==> src/inc/suart_pkg.sv <==
// Purpose: shared constants and types for the dual serial controller
// Assumes: 125 MHz ref_clk, 8-bit register port per channel
// Notes:   offsets follow the classic eight-register serial model
package suart_pkg;
  localparam logic [2:0] OFS_BUF = 3'h0;
  localparam logic [2:0] OFS_IER = 3'h1;
  localparam logic [2:0] OFS_IIR = 3'h2;
  localparam logic [2:0] OFS_LCR = 3'h3;
  localparam logic [2:0] OFS_MCR = 3'h4;
  localparam logic [2:0] OFS_LSR = 3'h5;
  localparam logic [2:0] OFS_MSR = 3'h6;
  localparam logic [2:0] OFS_SCR = 3'h7;
  localparam logic [7:0] LCR_RST = 8'h00;
  localparam logic [7:0] DIV_RST = 8'h00;
  localparam logic [7:0] IER_WMASK = 8'h87;
  localparam logic [3:0] OVS_LAST = 4'hF;
  localparam logic [3:0] OVS_MID = 4'h7;
  localparam int TO_CHARS = 4;
  localparam int CHAR_BITS = 10;
  localparam int OVS = 16;
  localparam logic [9:0] TO_TICKS = 10'(TO_CHARS * CHAR_BITS * OVS);
  localparam logic [3:0] IID_NONE = 4'h1;
  localparam logic [3:0] IID_RLS = 4'h6;
  localparam logic [3:0] IID_RDA = 4'h4;
  localparam logic [3:0] IID_CTO = 4'hC;
  localparam logic [3:0] IID_TX_HOLDING_EMPTY = 4'h2;
  localparam logic [4:0] TET_LVL0 = 5'h00;
  localparam logic [4:0] TET_LVL1 = 5'h02;
  localparam logic [4:0] TET_LVL2 = 5'h04;
  localparam logic [4:0] TET_LVL3 = 5'h08;
  localparam logic [4:0] TRIG_LVL0 = 5'h01;
  localparam logic [4:0] TRIG_LVL1 = 5'h04;
  localparam logic [4:0] TRIG_LVL2 = 5'h08;
  localparam logic [4:0] TRIG_LVL3 = 5'h0E;
  typedef enum logic [2:0] {ST_IDLE, ST_START, ST_DATA, ST_PAR, ST_STOP} suart_ser_e;
endpackage

==> src/hdl/suart.sv <==
// Purpose: two serial channels with FIFOs behind 8-bit register ports
// Assumes: one clock, pins sampled through three flops
// Notes:   stop length two when selected, also for five data bits
`timescale 1ns/1ps
`default_nettype none

module suart_fifo #(
  parameter int WIDTH = 8,
  parameter int DEPTH = 16,
  localparam int AW = $clog2(DEPTH),
  localparam int CW = $clog2(DEPTH + 1)
) (
  input  wire logic             clk,
  input  wire logic             rst_n,
  input  wire logic             clr,
  input  wire logic             in_valid,
  output logic                  in_ready,
  input  wire logic [WIDTH-1:0] in_data,
  output logic                  out_valid,
  input  wire logic             out_ready,
  output logic      [WIDTH-1:0] out_data,
  output logic      [CW-1:0]    count
);
  logic [WIDTH-1:0] mem [DEPTH];
  logic [AW-1:0]    wp_r;
  logic [AW-1:0]    rp_r;
  logic [CW-1:0]    cnt_r;
  logic             push;
  logic             pop;

  function automatic logic [AW-1:0] next_ptr(input logic [AW-1:0] p);
    next_ptr = (p == AW'(DEPTH - 1)) ? '0 : p + AW'(1);
  endfunction

  assign in_ready  = cnt_r != CW'(DEPTH);
  assign out_valid = cnt_r != '0;
  assign out_data  = mem[rp_r];
  assign count     = cnt_r;
  assign push      = in_valid && in_ready;
  assign pop       = out_valid && out_ready;

  always_ff @(posedge clk) begin
    if (push) begin
      mem[wp_r] <= in_data;
    end
  end

  always_ff @(posedge clk or negedge rst_n) begin
    if (!rst_n) begin
      wp_r  <= '0;
      rp_r  <= '0;
      cnt_r <= '0;
    end else if (clr) begin
      wp_r  <= '0;
      rp_r  <= '0;
      cnt_r <= '0;
    end else begin
      if (push) begin
        wp_r <= next_ptr(wp_r);
      end
      if (pop) begin
        rp_r <= next_ptr(rp_r);
      end
      cnt_r <= cnt_r + CW'(push) - CW'(pop);
    end
  end
endmodule

module suart_chan import suart_pkg::*; #(
  parameter int DEPTH = 16
) (
  input  wire logic       clk,
  input  wire logic       rst_n,
  input  wire logic [2:0] addr,
  input  wire logic [7:0] wdata,
  input  wire logic       wr,
  input  wire logic       rd,
  output logic      [7:0] rdata,
  input  wire logic       rx_pin,
  output logic            txd_r,
  output logic            irq_r
);
  localparam int CW = $clog2(DEPTH + 1);
  logic [7:0]  lcr_r, dll_r, dlm_r, scr_r, ier_r;
  logic [1:0]  mcr_r, tet_r, trig_r;
  logic        fifo_en_r, oe_r, tick_r;
  logic [15:0] div, bcnt_r;
  logic        divisor_latch_access, wr_thr, wr_fcr, rd_rbr, rd_lsr, rx_clr, tx_clr;
  logic        tx_iv, tx_ir, tx_ov, tx_pop, rx_iv, rx_ir, rx_ov, rx_push, overrun;
  logic [7:0]  tx_od, dmask;
  logic [9:0]  rx_od;
  logic [CW-1:0] tx_cnt, rx_cnt;
  logic [3:0]  nbits, iid;
  suart_ser_e  tx_st_r, rx_st_r;
  logic [3:0]  tx_cnt_r, rx_cnt_r, tx_bit_r, rx_bit_r;
  logic [7:0]  tx_sh_r, rx_sh_r;
  logic        tx_par_r, tx_stop2_r, rx_par_r, rx_pe_r;
  logic [2:0]  rx_s_r;
  logic        rx_lvl_r;
  logic [9:0]  to_cnt_r;
  logic        to_flag, lsr_err, rda, tx_holding_empty_cond;
  logic [4:0]  tx_lvl, rx_lvl;

  assign divisor_latch_access   = lcr_r[7];
  assign div    = {dlm_r, dll_r};
  assign nbits  = 4'h5 + {2'b00, lcr_r[1:0]};
  assign dmask  = 8'hFF >> (4'h8 - nbits);
  assign wr_thr = wr && addr == OFS_BUF && !divisor_latch_access;
  assign wr_fcr = wr && addr == OFS_IIR;
  assign rd_rbr = rd && addr == OFS_BUF && !divisor_latch_access;
  assign rd_lsr = rd && addr == OFS_LSR;
  assign rx_clr = wr_fcr && (wdata[1] || wdata[0] != fifo_en_r);
  assign tx_clr = wr_fcr && (wdata[2] || wdata[0] != fifo_en_r);

  // software-visible registers
  always_ff @(posedge clk or negedge rst_n) begin
    if (!rst_n) begin
      lcr_r     <= LCR_RST;
      dll_r     <= DIV_RST;
      dlm_r     <= DIV_RST;
      ier_r     <= 8'h00;
      scr_r     <= 8'h00;
      mcr_r     <= 2'h0;
      fifo_en_r <= 1'b0;
      tet_r     <= 2'h0;
      trig_r    <= 2'h0;
    end else if (wr) begin
      unique case (addr)
        OFS_BUF: if (divisor_latch_access) begin
          dll_r <= wdata;
        end
        OFS_IER: if (divisor_latch_access) begin
          dlm_r <= wdata;
        end else begin
          ier_r <= wdata & IER_WMASK;
        end
        OFS_IIR: begin
          fifo_en_r <= wdata[0];
          tet_r     <= wdata[5:4];
          trig_r    <= wdata[7:6];
        end
        OFS_LCR: lcr_r <= wdata;
        OFS_MCR: mcr_r <= wdata[1:0];
        OFS_LSR, OFS_MSR: begin
        end
        OFS_SCR: scr_r <= wdata;
      endcase
    end
  end

  // sixteen ticks per bit, one every div clocks
  always_ff @(posedge clk or negedge rst_n) begin
    if (!rst_n) begin
      bcnt_r <= 16'h0000;
      tick_r <= 1'b0;
    end else if (div == 16'h0000) begin
      bcnt_r <= 16'h0000;
      tick_r <= 1'b0;
    end else if (bcnt_r >= div - 16'h0001) begin
      bcnt_r <= 16'h0000;
      tick_r <= 1'b1;
    end else begin
      bcnt_r <= bcnt_r + 16'h0001;
      tick_r <= 1'b0;
    end
  end

  // without FIFO mode each side holds a single character
  assign tx_iv  = wr_thr && (fifo_en_r || tx_cnt == '0);
  assign tx_pop = tick_r && tx_st_r == ST_IDLE && tx_ov;
  assign rx_iv  = rx_push && (fifo_en_r || rx_cnt == '0);
  assign overrun = rx_push && !(rx_iv && rx_ir);

  suart_fifo #(.WIDTH(8), .DEPTH(DEPTH)) u_tx_fifo (
    .clk(clk), .rst_n(rst_n), .clr(tx_clr), .in_valid(tx_iv), .in_ready(tx_ir),
    .in_data(wdata), .out_valid(tx_ov), .out_ready(tx_pop), .out_data(tx_od),
    .count(tx_cnt));

  suart_fifo #(.WIDTH(10), .DEPTH(DEPTH)) u_rx_fifo (
    .clk(clk), .rst_n(rst_n), .clr(rx_clr), .in_valid(rx_iv), .in_ready(rx_ir),
    .in_data({!rx_lvl_r, rx_pe_r, 8'(rx_sh_r >> (4'h8 - nbits))}),
    .out_valid(rx_ov), .out_ready(rd_rbr), .out_data(rx_od), .count(rx_cnt));

  // transmitter
  always_ff @(posedge clk or negedge rst_n) begin
    if (!rst_n) begin
      tx_st_r    <= ST_IDLE;
      tx_cnt_r   <= 4'h0;
      tx_bit_r   <= 4'h0;
      tx_sh_r    <= 8'h00;
      tx_par_r   <= 1'b0;
      tx_stop2_r <= 1'b0;
    end else if (tick_r) begin
      tx_cnt_r <= (tx_st_r == ST_IDLE) ? 4'h0 : tx_cnt_r + 4'h1;
      unique case (tx_st_r)
        ST_IDLE: if (tx_ov) begin
          tx_sh_r  <= tx_od;
          tx_par_r <= ^(tx_od & dmask) ^ !lcr_r[4];
          tx_st_r  <= ST_START;
        end
        ST_START: if (tx_cnt_r == OVS_LAST) begin
          tx_st_r  <= ST_DATA;
          tx_bit_r <= 4'h0;
        end
        ST_DATA: if (tx_cnt_r == OVS_LAST) begin
          tx_sh_r  <= tx_sh_r >> 1;
          tx_bit_r <= tx_bit_r + 4'h1;
          if (tx_bit_r == nbits - 4'h1) begin
            tx_st_r    <= lcr_r[3] ? ST_PAR : ST_STOP;
            tx_stop2_r <= 1'b0;
          end
        end
        ST_PAR: if (tx_cnt_r == OVS_LAST) begin
          tx_st_r <= ST_STOP;
        end
        ST_STOP: if (tx_cnt_r == OVS_LAST) begin
          if (lcr_r[2] && !tx_stop2_r) begin
            tx_stop2_r <= 1'b1;
          end else begin
            tx_st_r <= ST_IDLE;
          end
        end
      endcase
    end
  end

  always_ff @(posedge clk or negedge rst_n) begin
    if (!rst_n) begin
      txd_r <= 1'b1;
    end else begin
      unique case (tx_st_r)
        ST_START: txd_r <= 1'b0;
        ST_DATA:  txd_r <= tx_sh_r[0];
        ST_PAR:   txd_r <= tx_par_r;
        ST_IDLE, ST_STOP: txd_r <= 1'b1;
      endcase
    end
  end

  // receive pin: three flops, level moves when the last two agree
  always_ff @(posedge clk or negedge rst_n) begin
    if (!rst_n) begin
      rx_s_r   <= 3'h7;
      rx_lvl_r <= 1'b1;
    end else begin
      rx_s_r <= {rx_s_r[1:0], rx_pin};
      if (rx_s_r[1] == rx_s_r[2]) begin
        rx_lvl_r <= rx_s_r[2];
      end
    end
  end

  assign rx_push = tick_r && rx_st_r == ST_STOP && rx_cnt_r == OVS_LAST;

  // receiver: start verified at mid, later bits every sixteen ticks
  always_ff @(posedge clk or negedge rst_n) begin
    if (!rst_n) begin
      rx_st_r  <= ST_IDLE;
      rx_cnt_r <= 4'h0;
      rx_bit_r <= 4'h0;
      rx_sh_r  <= 8'h00;
      rx_par_r <= 1'b0;
      rx_pe_r  <= 1'b0;
    end else if (tick_r) begin
      rx_cnt_r <= rx_cnt_r + 4'h1;
      unique case (rx_st_r)
        ST_IDLE: if (!rx_lvl_r) begin
          rx_st_r  <= ST_START;
          rx_cnt_r <= 4'h0;
        end
        ST_START: if (rx_cnt_r == OVS_MID) begin
          rx_st_r  <= rx_lvl_r ? ST_IDLE : ST_DATA;
          rx_cnt_r <= 4'h0;
          rx_bit_r <= 4'h0;
          rx_par_r <= 1'b0;
          rx_pe_r  <= 1'b0;
        end
        ST_DATA: if (rx_cnt_r == OVS_LAST) begin
          rx_sh_r  <= {rx_lvl_r, rx_sh_r[7:1]};
          rx_par_r <= rx_par_r ^ rx_lvl_r;
          rx_bit_r <= rx_bit_r + 4'h1;
          if (rx_bit_r == nbits - 4'h1) begin
            rx_st_r <= lcr_r[3] ? ST_PAR : ST_STOP;
          end
        end
        ST_PAR: if (rx_cnt_r == OVS_LAST) begin
          rx_pe_r <= (rx_par_r ^ rx_lvl_r) == lcr_r[4];
          rx_st_r <= ST_STOP;
        end
        ST_STOP: if (rx_cnt_r == OVS_LAST) begin
          rx_st_r <= ST_IDLE;
        end
      endcase
    end
  end

  // overrun is sticky until the status read; a new overrun wins
  always_ff @(posedge clk or negedge rst_n) begin
    if (!rst_n) begin
      oe_r <= 1'b0;
    end else if (overrun) begin
      oe_r <= 1'b1;
    end else if (rd_lsr) begin
      oe_r <= 1'b0;
    end
  end

  always_ff @(posedge clk or negedge rst_n) begin
    if (!rst_n) begin
      to_cnt_r <= 10'h000;
    end else if (!fifo_en_r || rx_cnt == '0 || rx_push || rd_rbr) begin
      to_cnt_r <= 10'h000;
    end else if (tick_r && to_cnt_r != TO_TICKS) begin
      to_cnt_r <= to_cnt_r + 10'h001;
    end
  end

  assign to_flag = fifo_en_r && to_cnt_r == TO_TICKS;
  assign lsr_err = oe_r || (rx_ov && (rx_od[8] || rx_od[9]));

  always_comb begin
    unique case (tet_r)
      2'h0: tx_lvl = TET_LVL0;
      2'h1: tx_lvl = TET_LVL1;
      2'h2: tx_lvl = TET_LVL2;
      2'h3: tx_lvl = TET_LVL3;
    endcase
    unique case (trig_r)
      2'h0: rx_lvl = TRIG_LVL0;
      2'h1: rx_lvl = TRIG_LVL1;
      2'h2: rx_lvl = TRIG_LVL2;
      2'h3: rx_lvl = TRIG_LVL3;
    endcase
    rda = fifo_en_r ? (rx_cnt >= CW'(rx_lvl)) : (rx_cnt != '0);
    tx_holding_empty_cond = (ier_r[7] && fifo_en_r) ? (tx_cnt <= CW'(tx_lvl))
                                        : (tx_cnt == '0);
    if (ier_r[2] && lsr_err) begin
      iid = IID_RLS;
    end else if (ier_r[0] && rda) begin
      iid = IID_RDA;
    end else if (ier_r[0] && to_flag) begin
      iid = IID_CTO;
    end else if (ier_r[1] && tx_holding_empty_cond) begin
      iid = IID_TX_HOLDING_EMPTY;
    end else begin
      iid = IID_NONE;
    end
  end

  always_ff @(posedge clk or negedge rst_n) begin
    if (!rst_n) begin
      irq_r <= 1'b0;
    end else begin
      irq_r <= iid != IID_NONE;
    end
  end

  // only MCR bit 1 loops back internally, to MSR bit 4; no handshake line reaches a pin
  always_comb begin
    unique case (addr)
      OFS_BUF: rdata = divisor_latch_access ? dll_r : (rx_ov ? rx_od[7:0] : 8'h00);
      OFS_IER: rdata = divisor_latch_access ? dlm_r : ier_r;
      OFS_IIR: rdata = {fifo_en_r, fifo_en_r, 2'h0, iid};
      OFS_LCR: rdata = lcr_r;
      OFS_MCR: rdata = {6'h00, mcr_r};
      OFS_LSR: rdata = {1'b0, tx_cnt == '0 && tx_st_r == ST_IDLE, tx_cnt == '0, 1'b0,
                        rx_ov && rx_od[9], rx_ov && rx_od[8], oe_r, rx_ov};
      OFS_MSR: rdata = {3'h0, mcr_r[1], 4'h0};
      OFS_SCR: rdata = scr_r;
    endcase
  end
endmodule

module suart_top import suart_pkg::*; #(
  parameter int DEPTH = 16
) (
  input  wire logic       ref_clk,
  input  wire logic       arst_n,
  input  wire logic [2:0] reg_addr,
  input  wire logic [7:0] reg_wdata,
  input  wire logic [1:0] reg_wr,
  input  wire logic [1:0] reg_rd,
  output logic      [7:0] reg_rdata,
  output logic      [1:0] irq,
  input  wire logic       serial_rx_pin,
  output logic            serial_tx_pin,
  input  wire logic       second_serial_rx_pin,
  output logic            second_serial_tx_pin
);
  logic [1:0] rst_sync_r;
  logic [7:0] ch_rdata [2];
  logic [1:0] rx_pins;
  logic [1:0] tx_pins;

  always_ff @(posedge ref_clk or negedge arst_n) begin
    if (!arst_n) begin
      rst_sync_r <= 2'h0;
    end else begin
      rst_sync_r <= {rst_sync_r[0], 1'b1};
    end
  end

  assign rx_pins              = {second_serial_rx_pin, serial_rx_pin};
  assign serial_tx_pin        = tx_pins[0];
  assign second_serial_tx_pin = tx_pins[1];

  for (genvar ch = 0; ch < 2; ch++) begin : g_ch
    suart_chan #(.DEPTH(DEPTH)) u_chan (
      .clk(ref_clk), .rst_n(rst_sync_r[1]), .addr(reg_addr), .wdata(reg_wdata),
      .wr(reg_wr[ch]), .rd(reg_rd[ch]), .rdata(ch_rdata[ch]), .rx_pin(rx_pins[ch]),
      .txd_r(tx_pins[ch]), .irq_r(irq[ch]));
  end

  always_ff @(posedge ref_clk or negedge arst_n) begin
    if (!arst_n) begin
      reg_rdata <= 8'h00;
    end else if (reg_rd[0]) begin
      reg_rdata <= ch_rdata[0];
    end else if (reg_rd[1]) begin
      reg_rdata <= ch_rdata[1];
    end
  end
endmodule

`default_nettype wire

==> config.mk <==
export PLATFORM = sky130hd
export DESIGN_NAME = suart_top
export DESIGN_NICKNAME = d
export VERILOG_FILES = /design/src/inc/suart_pkg.sv /design/src/hdl/suart.sv
export SDC_FILE = /design/constraint.sdc
export NUM_CORES = 1
export LEC_CHECK = 0
export ABC_AREA = 1
export CORE_MARGIN = 2
export CORE_UTILIZATION = 40
export DETAILED_ROUTE_END_ITERATION = 8
export DONT_BUFFER_PORTS = 1
export PLACE_DENSITY_LB_ADDON = 0.05
export SLEW_MARGIN = 20
export SYNTH_ARGS = -nofsm -noshare
export SYNTH_HDL_FRONTEND = slang
export SYNTH_SLANG_ARGS = --single-unit
==> constraint.sdc <==
create_clock -name ref_clk -period 8.35 [get_ports ref_clk]
set_clock_uncertainty 0.2 [all_clocks]
set_input_delay 0.4175 -clock ref_clk [delete_from_list [all_inputs] [get_ports ref_clk]]
set_output_delay 0.4175 -clock ref_clk [all_outputs]
set_load 0.01 [all_outputs]
==> metrics.txt <==
Wirelength per Cell 20.07 µm; post-synthesis instance area 41,030 µm²; number of I/O pins 31; register area share after synthesis 60.48%; Crit path arrival time 4450 ps; # nets final 4,306; CTS max path bufs 3; Hold Path Sink g_ch[0].u_chan.u_tx_fifo.wp_r[3]; DR vias 28,917; ys flop type edfxtp_1; Starting Density 40.33%; WHS Path Cells 2; Synth area leaders edfxtp_1 (42%), dfrtp_1 (18%), nand2_1 (7.2%), o21ai_0 (5.2%), nor2_1 (5.0%); vias in the first global route 28,033; pwr dens 269.4 nW/µm²; Worst path depth 18; clk_lat worst skew 680 ps; drt total wl 112.9 mm; initial antenna violation count 1; HP Class input pin to register; FMAX 0.2449 GHz; I/O Buffers 0; placer congestion estimate 0.8364; Final Max Slew Viols 0; post-cts resize count 0; hold wc startpoint reg_wr[0]; Layout fillers 9,774; DRT Pass-1 Iters 5; share of the synthesized area in the top cell type 42.16%; clk root buf clkbuf_16; worst path required time 8720 ps; clock sink count 876; Gate Count Post-Synth 4,155; worst slew pin tran 1092 ps; CP startpoint kind register; Hold Slack 46.32 ps; R2R setup slack 4270 ps; HPWL after detailed placement 73.07 mm; cts bufs inserted 98; reg2reg start g_ch[0].u_chan.dll_r[0]; most frequent CP cell inv_1; DR DRC count 0; pin count of the biggest net entering global routing 127; critical path peak fanout 16; area of the die 105,200 µm²; Congestion Overflow GR 0; Syn Nets 4,290; CTS tree done; Worst setup EP type register; Initial DRC Count 2,208; Max VDD drop 0.0001555 V; global-route usage over all layers 21.73%; Core Area 101,700 µm²; Layout Utilization 45.17%; clock-pin slew on the worst setup and hold paths 60 ps; Slew headroom 26.95%; capture point of the worst reg-to-reg path g_ch[0].u_chan.bcnt_r[8]; Die Wd 324.3 µm; final worst-path cycle share 48.90%; Critical-path top delay cell nand4_1; area grow syn2layout 12.00%; status complete, no violations; setup violators final 0; Sum Neg Setup Slack 0 ps; ys async rst share 34.25%; critical path's top delay family simple AND/OR/NAND/NOR gates; fraction of layout cells with a size suffix above 1 7.166%; Tmin final 4083 ps; area of the multi-input gates 13,860 µm²; most frequent cell after synthesis nand2_1; RSZ-0062 raised after global routing no; Max Cap Viol 0; final antenna-violating net count 0; leakage power 18.12 nW; Synth Register Bits 876; Largest stage delay, worst path 600 ps; commonest cells in the netlist nand2_1 (787), edfxtp_1 (576), nor2_1 (543); Diodes inserted 0; die height 324.3 µm; CP Cell Sequence inv_1 -> ha_1 -> nand4_1 -> or2_2 -> nor2_1 -> inv_1 -> nor4_1 -> nand3_1 -> xnor2_1 -> inv_1 -> ha_1 -> nand2_1 -> inv_1 -> nand3_1 -> inv_1 -> a21oi_1 -> nand4_1 -> nor3b_1; final hold vios 0; average vias per placed instance 5.142; warning count from the yosys run 0; CP Class register to register; reg2reg path depth 18; Synth cell types 65; Post-synth EDFFs 576; # rows 117; H-tree depth 3; Register Area 24,830 µm²; Tot Pwr 12.38 mW; Worst Path Buf+Inv 5; Synth Area per Inst 9.875 µm²; Synth area leader edfxtp_1; first-pass GRT wire length 173.8 mm
==> stage by stage <==
| stage | setup slack [ps] | cell area (µm²) | std cells |
|---|---|---|---|
| after global routing | 3837 | 45960 | 5624 |
| after detailed placement | 4241 | 42260 | 5409 |
| final | 4267 | 45960 | 5624 |
| after global placement | 4254 | 42250 | 5409 |
| after CTS | 4201 | 45940 | 5624 |
| after floorplan | 3378 | 41030 | 4155 |
==> state kept, by name (all words and copies together), names as in the netlist, 16 cells and up <==
| register | count |
|---|---|
| g_ch.u_chan.to_cnt_r | 20 |
| g_ch.u_chan.lcr_r | 16 |
| g_ch.u_chan.dlm_r | 16 |
| g_ch.u_chan.u_tx_fifo.mem | 256 |
| g_ch.u_chan.bcnt_r | 32 |
| g_ch.u_chan.rx_sh_r | 16 |
| g_ch.u_chan.u_rx_fifo.mem | 320 |
| g_ch.u_chan.dll_r | 16 |
| g_ch.u_chan.tx_sh_r | 16 |
| g_ch.u_chan.scr_r | 16 |
==> power by group <==
part,internal (mW),switching [mW]
clock network,2.61,1.82
registers,4.95,0.354
logic,0.847,1.81
total,8.40,3.98
==> layer usage <==
layer,up-vias,track usage (%),routed length (µm)
met1,14022,30.22,52380
met5,-,0,0
met4,0,6.399,2709
li1,14197,-,-
met3,146,2.802,4856
met2,552,35.57,52960
==> kinds of logic (layout without fill, tap and decap cells) <==
family	Yosys count	in the layout	synth area share, %
and+or+nand+nor	1702	1702	17.24
other	1	1	0.009140
AOI/OAI and AO/OA	801	801	11.04
xor gates and xnor gates	78	78	1.665
muxes	3	3	0.07928
DFF	876	876	60.48
buffers and inverters	576	677	5.818
adders and majority gates	118	118	3.659
==> layout make-up <==
cell class / instances / area share [%]
Clock buffer: 144 / 6.180
Sequential cell: 876 / 54.02
Timing Repair Buffer: 66 / 1.476
Tap cell: 1368 / 3.725
Inverter: 426 / 3.485
Multi-Input combinational cell: 2703 / 30.15
Clock inverter: 41 / 0.9611
==> repair_timing <==
item,in CTS,in global routing
buffers inserted,0,0
hold endpoints to repair,363,0
hold buffers,30,0
==> worst reg2reg max path: stages, from the launching register on <==
cell and delay (ps):
dfrtp_1 370, inv_1 120, ha_1 230, nand4_1 170
or2_2 320, nor2_1 90, inv_1 60, nor4_1 350
nand3_1 160, xnor2_1 170, inv_1 70, ha_1 270
nand2_1 80, inv_1 40, nand3_1 80, inv_1 50
a21oi_1 170, nand4_1 600, nor3b_1 380
==> layout by cell type (no fill, tap or decap), types with 6 or more instances in the layout <==
cell,n
clkbuf_8,13
nand2_2,9
a221oi_1,6
nor4_1,6
o22ai_1,50
o21a_1,6
nand3_1,241
a21oi_1,133
o211ai_1,69
nand4_1,20
clkbuf_16,102
a31oi_1,22
inv_2,37
dlygate4sd3_1,22
o2111ai_1,7
edfxtp_1,576
bufinv_16,8
clkbuf_1,29
xor2_1,50
dfrtp_1,285
xnor2_1,28
nor2_2,22
dfstp_2,10
nand2_1,787
buf_12,7
ha_1,112
o221ai_1,14
nor3_1,50
clkinv_1,16
inv_1,382
a211oi_1,6
buf_4,35
clkinv_2,13
o21ai_1,33
o21ai_0,424
nor2_1,534
==> worst max path at each step <==
stage / from / end / slack, ps
5_1_grt: g_ch[0].u_chan.dll_r[0] / g_ch[0].u_chan.bcnt_r[8] / 3840
4_1_cts: g_ch[0].u_chan.dll_r[0] / g_ch[0].u_chan.bcnt_r[8] / 4200
6_report: g_ch[0].u_chan.dll_r[0] / g_ch[0].u_chan.bcnt_r[8] / 4270
3_5_place_dp: g_ch[0].u_chan.dll_r[0] / g_ch[0].u_chan.bcnt_r[8] / 4240
2_1_floorplan: rst_sync_r[1] / g_ch[0].u_chan.bcnt_r[0] / 3380
3_3_place_gp: g_ch[0].u_chan.dll_r[0] / g_ch[0].u_chan.bcnt_r[8] / 4250
(Power assumes the default switching activity.)
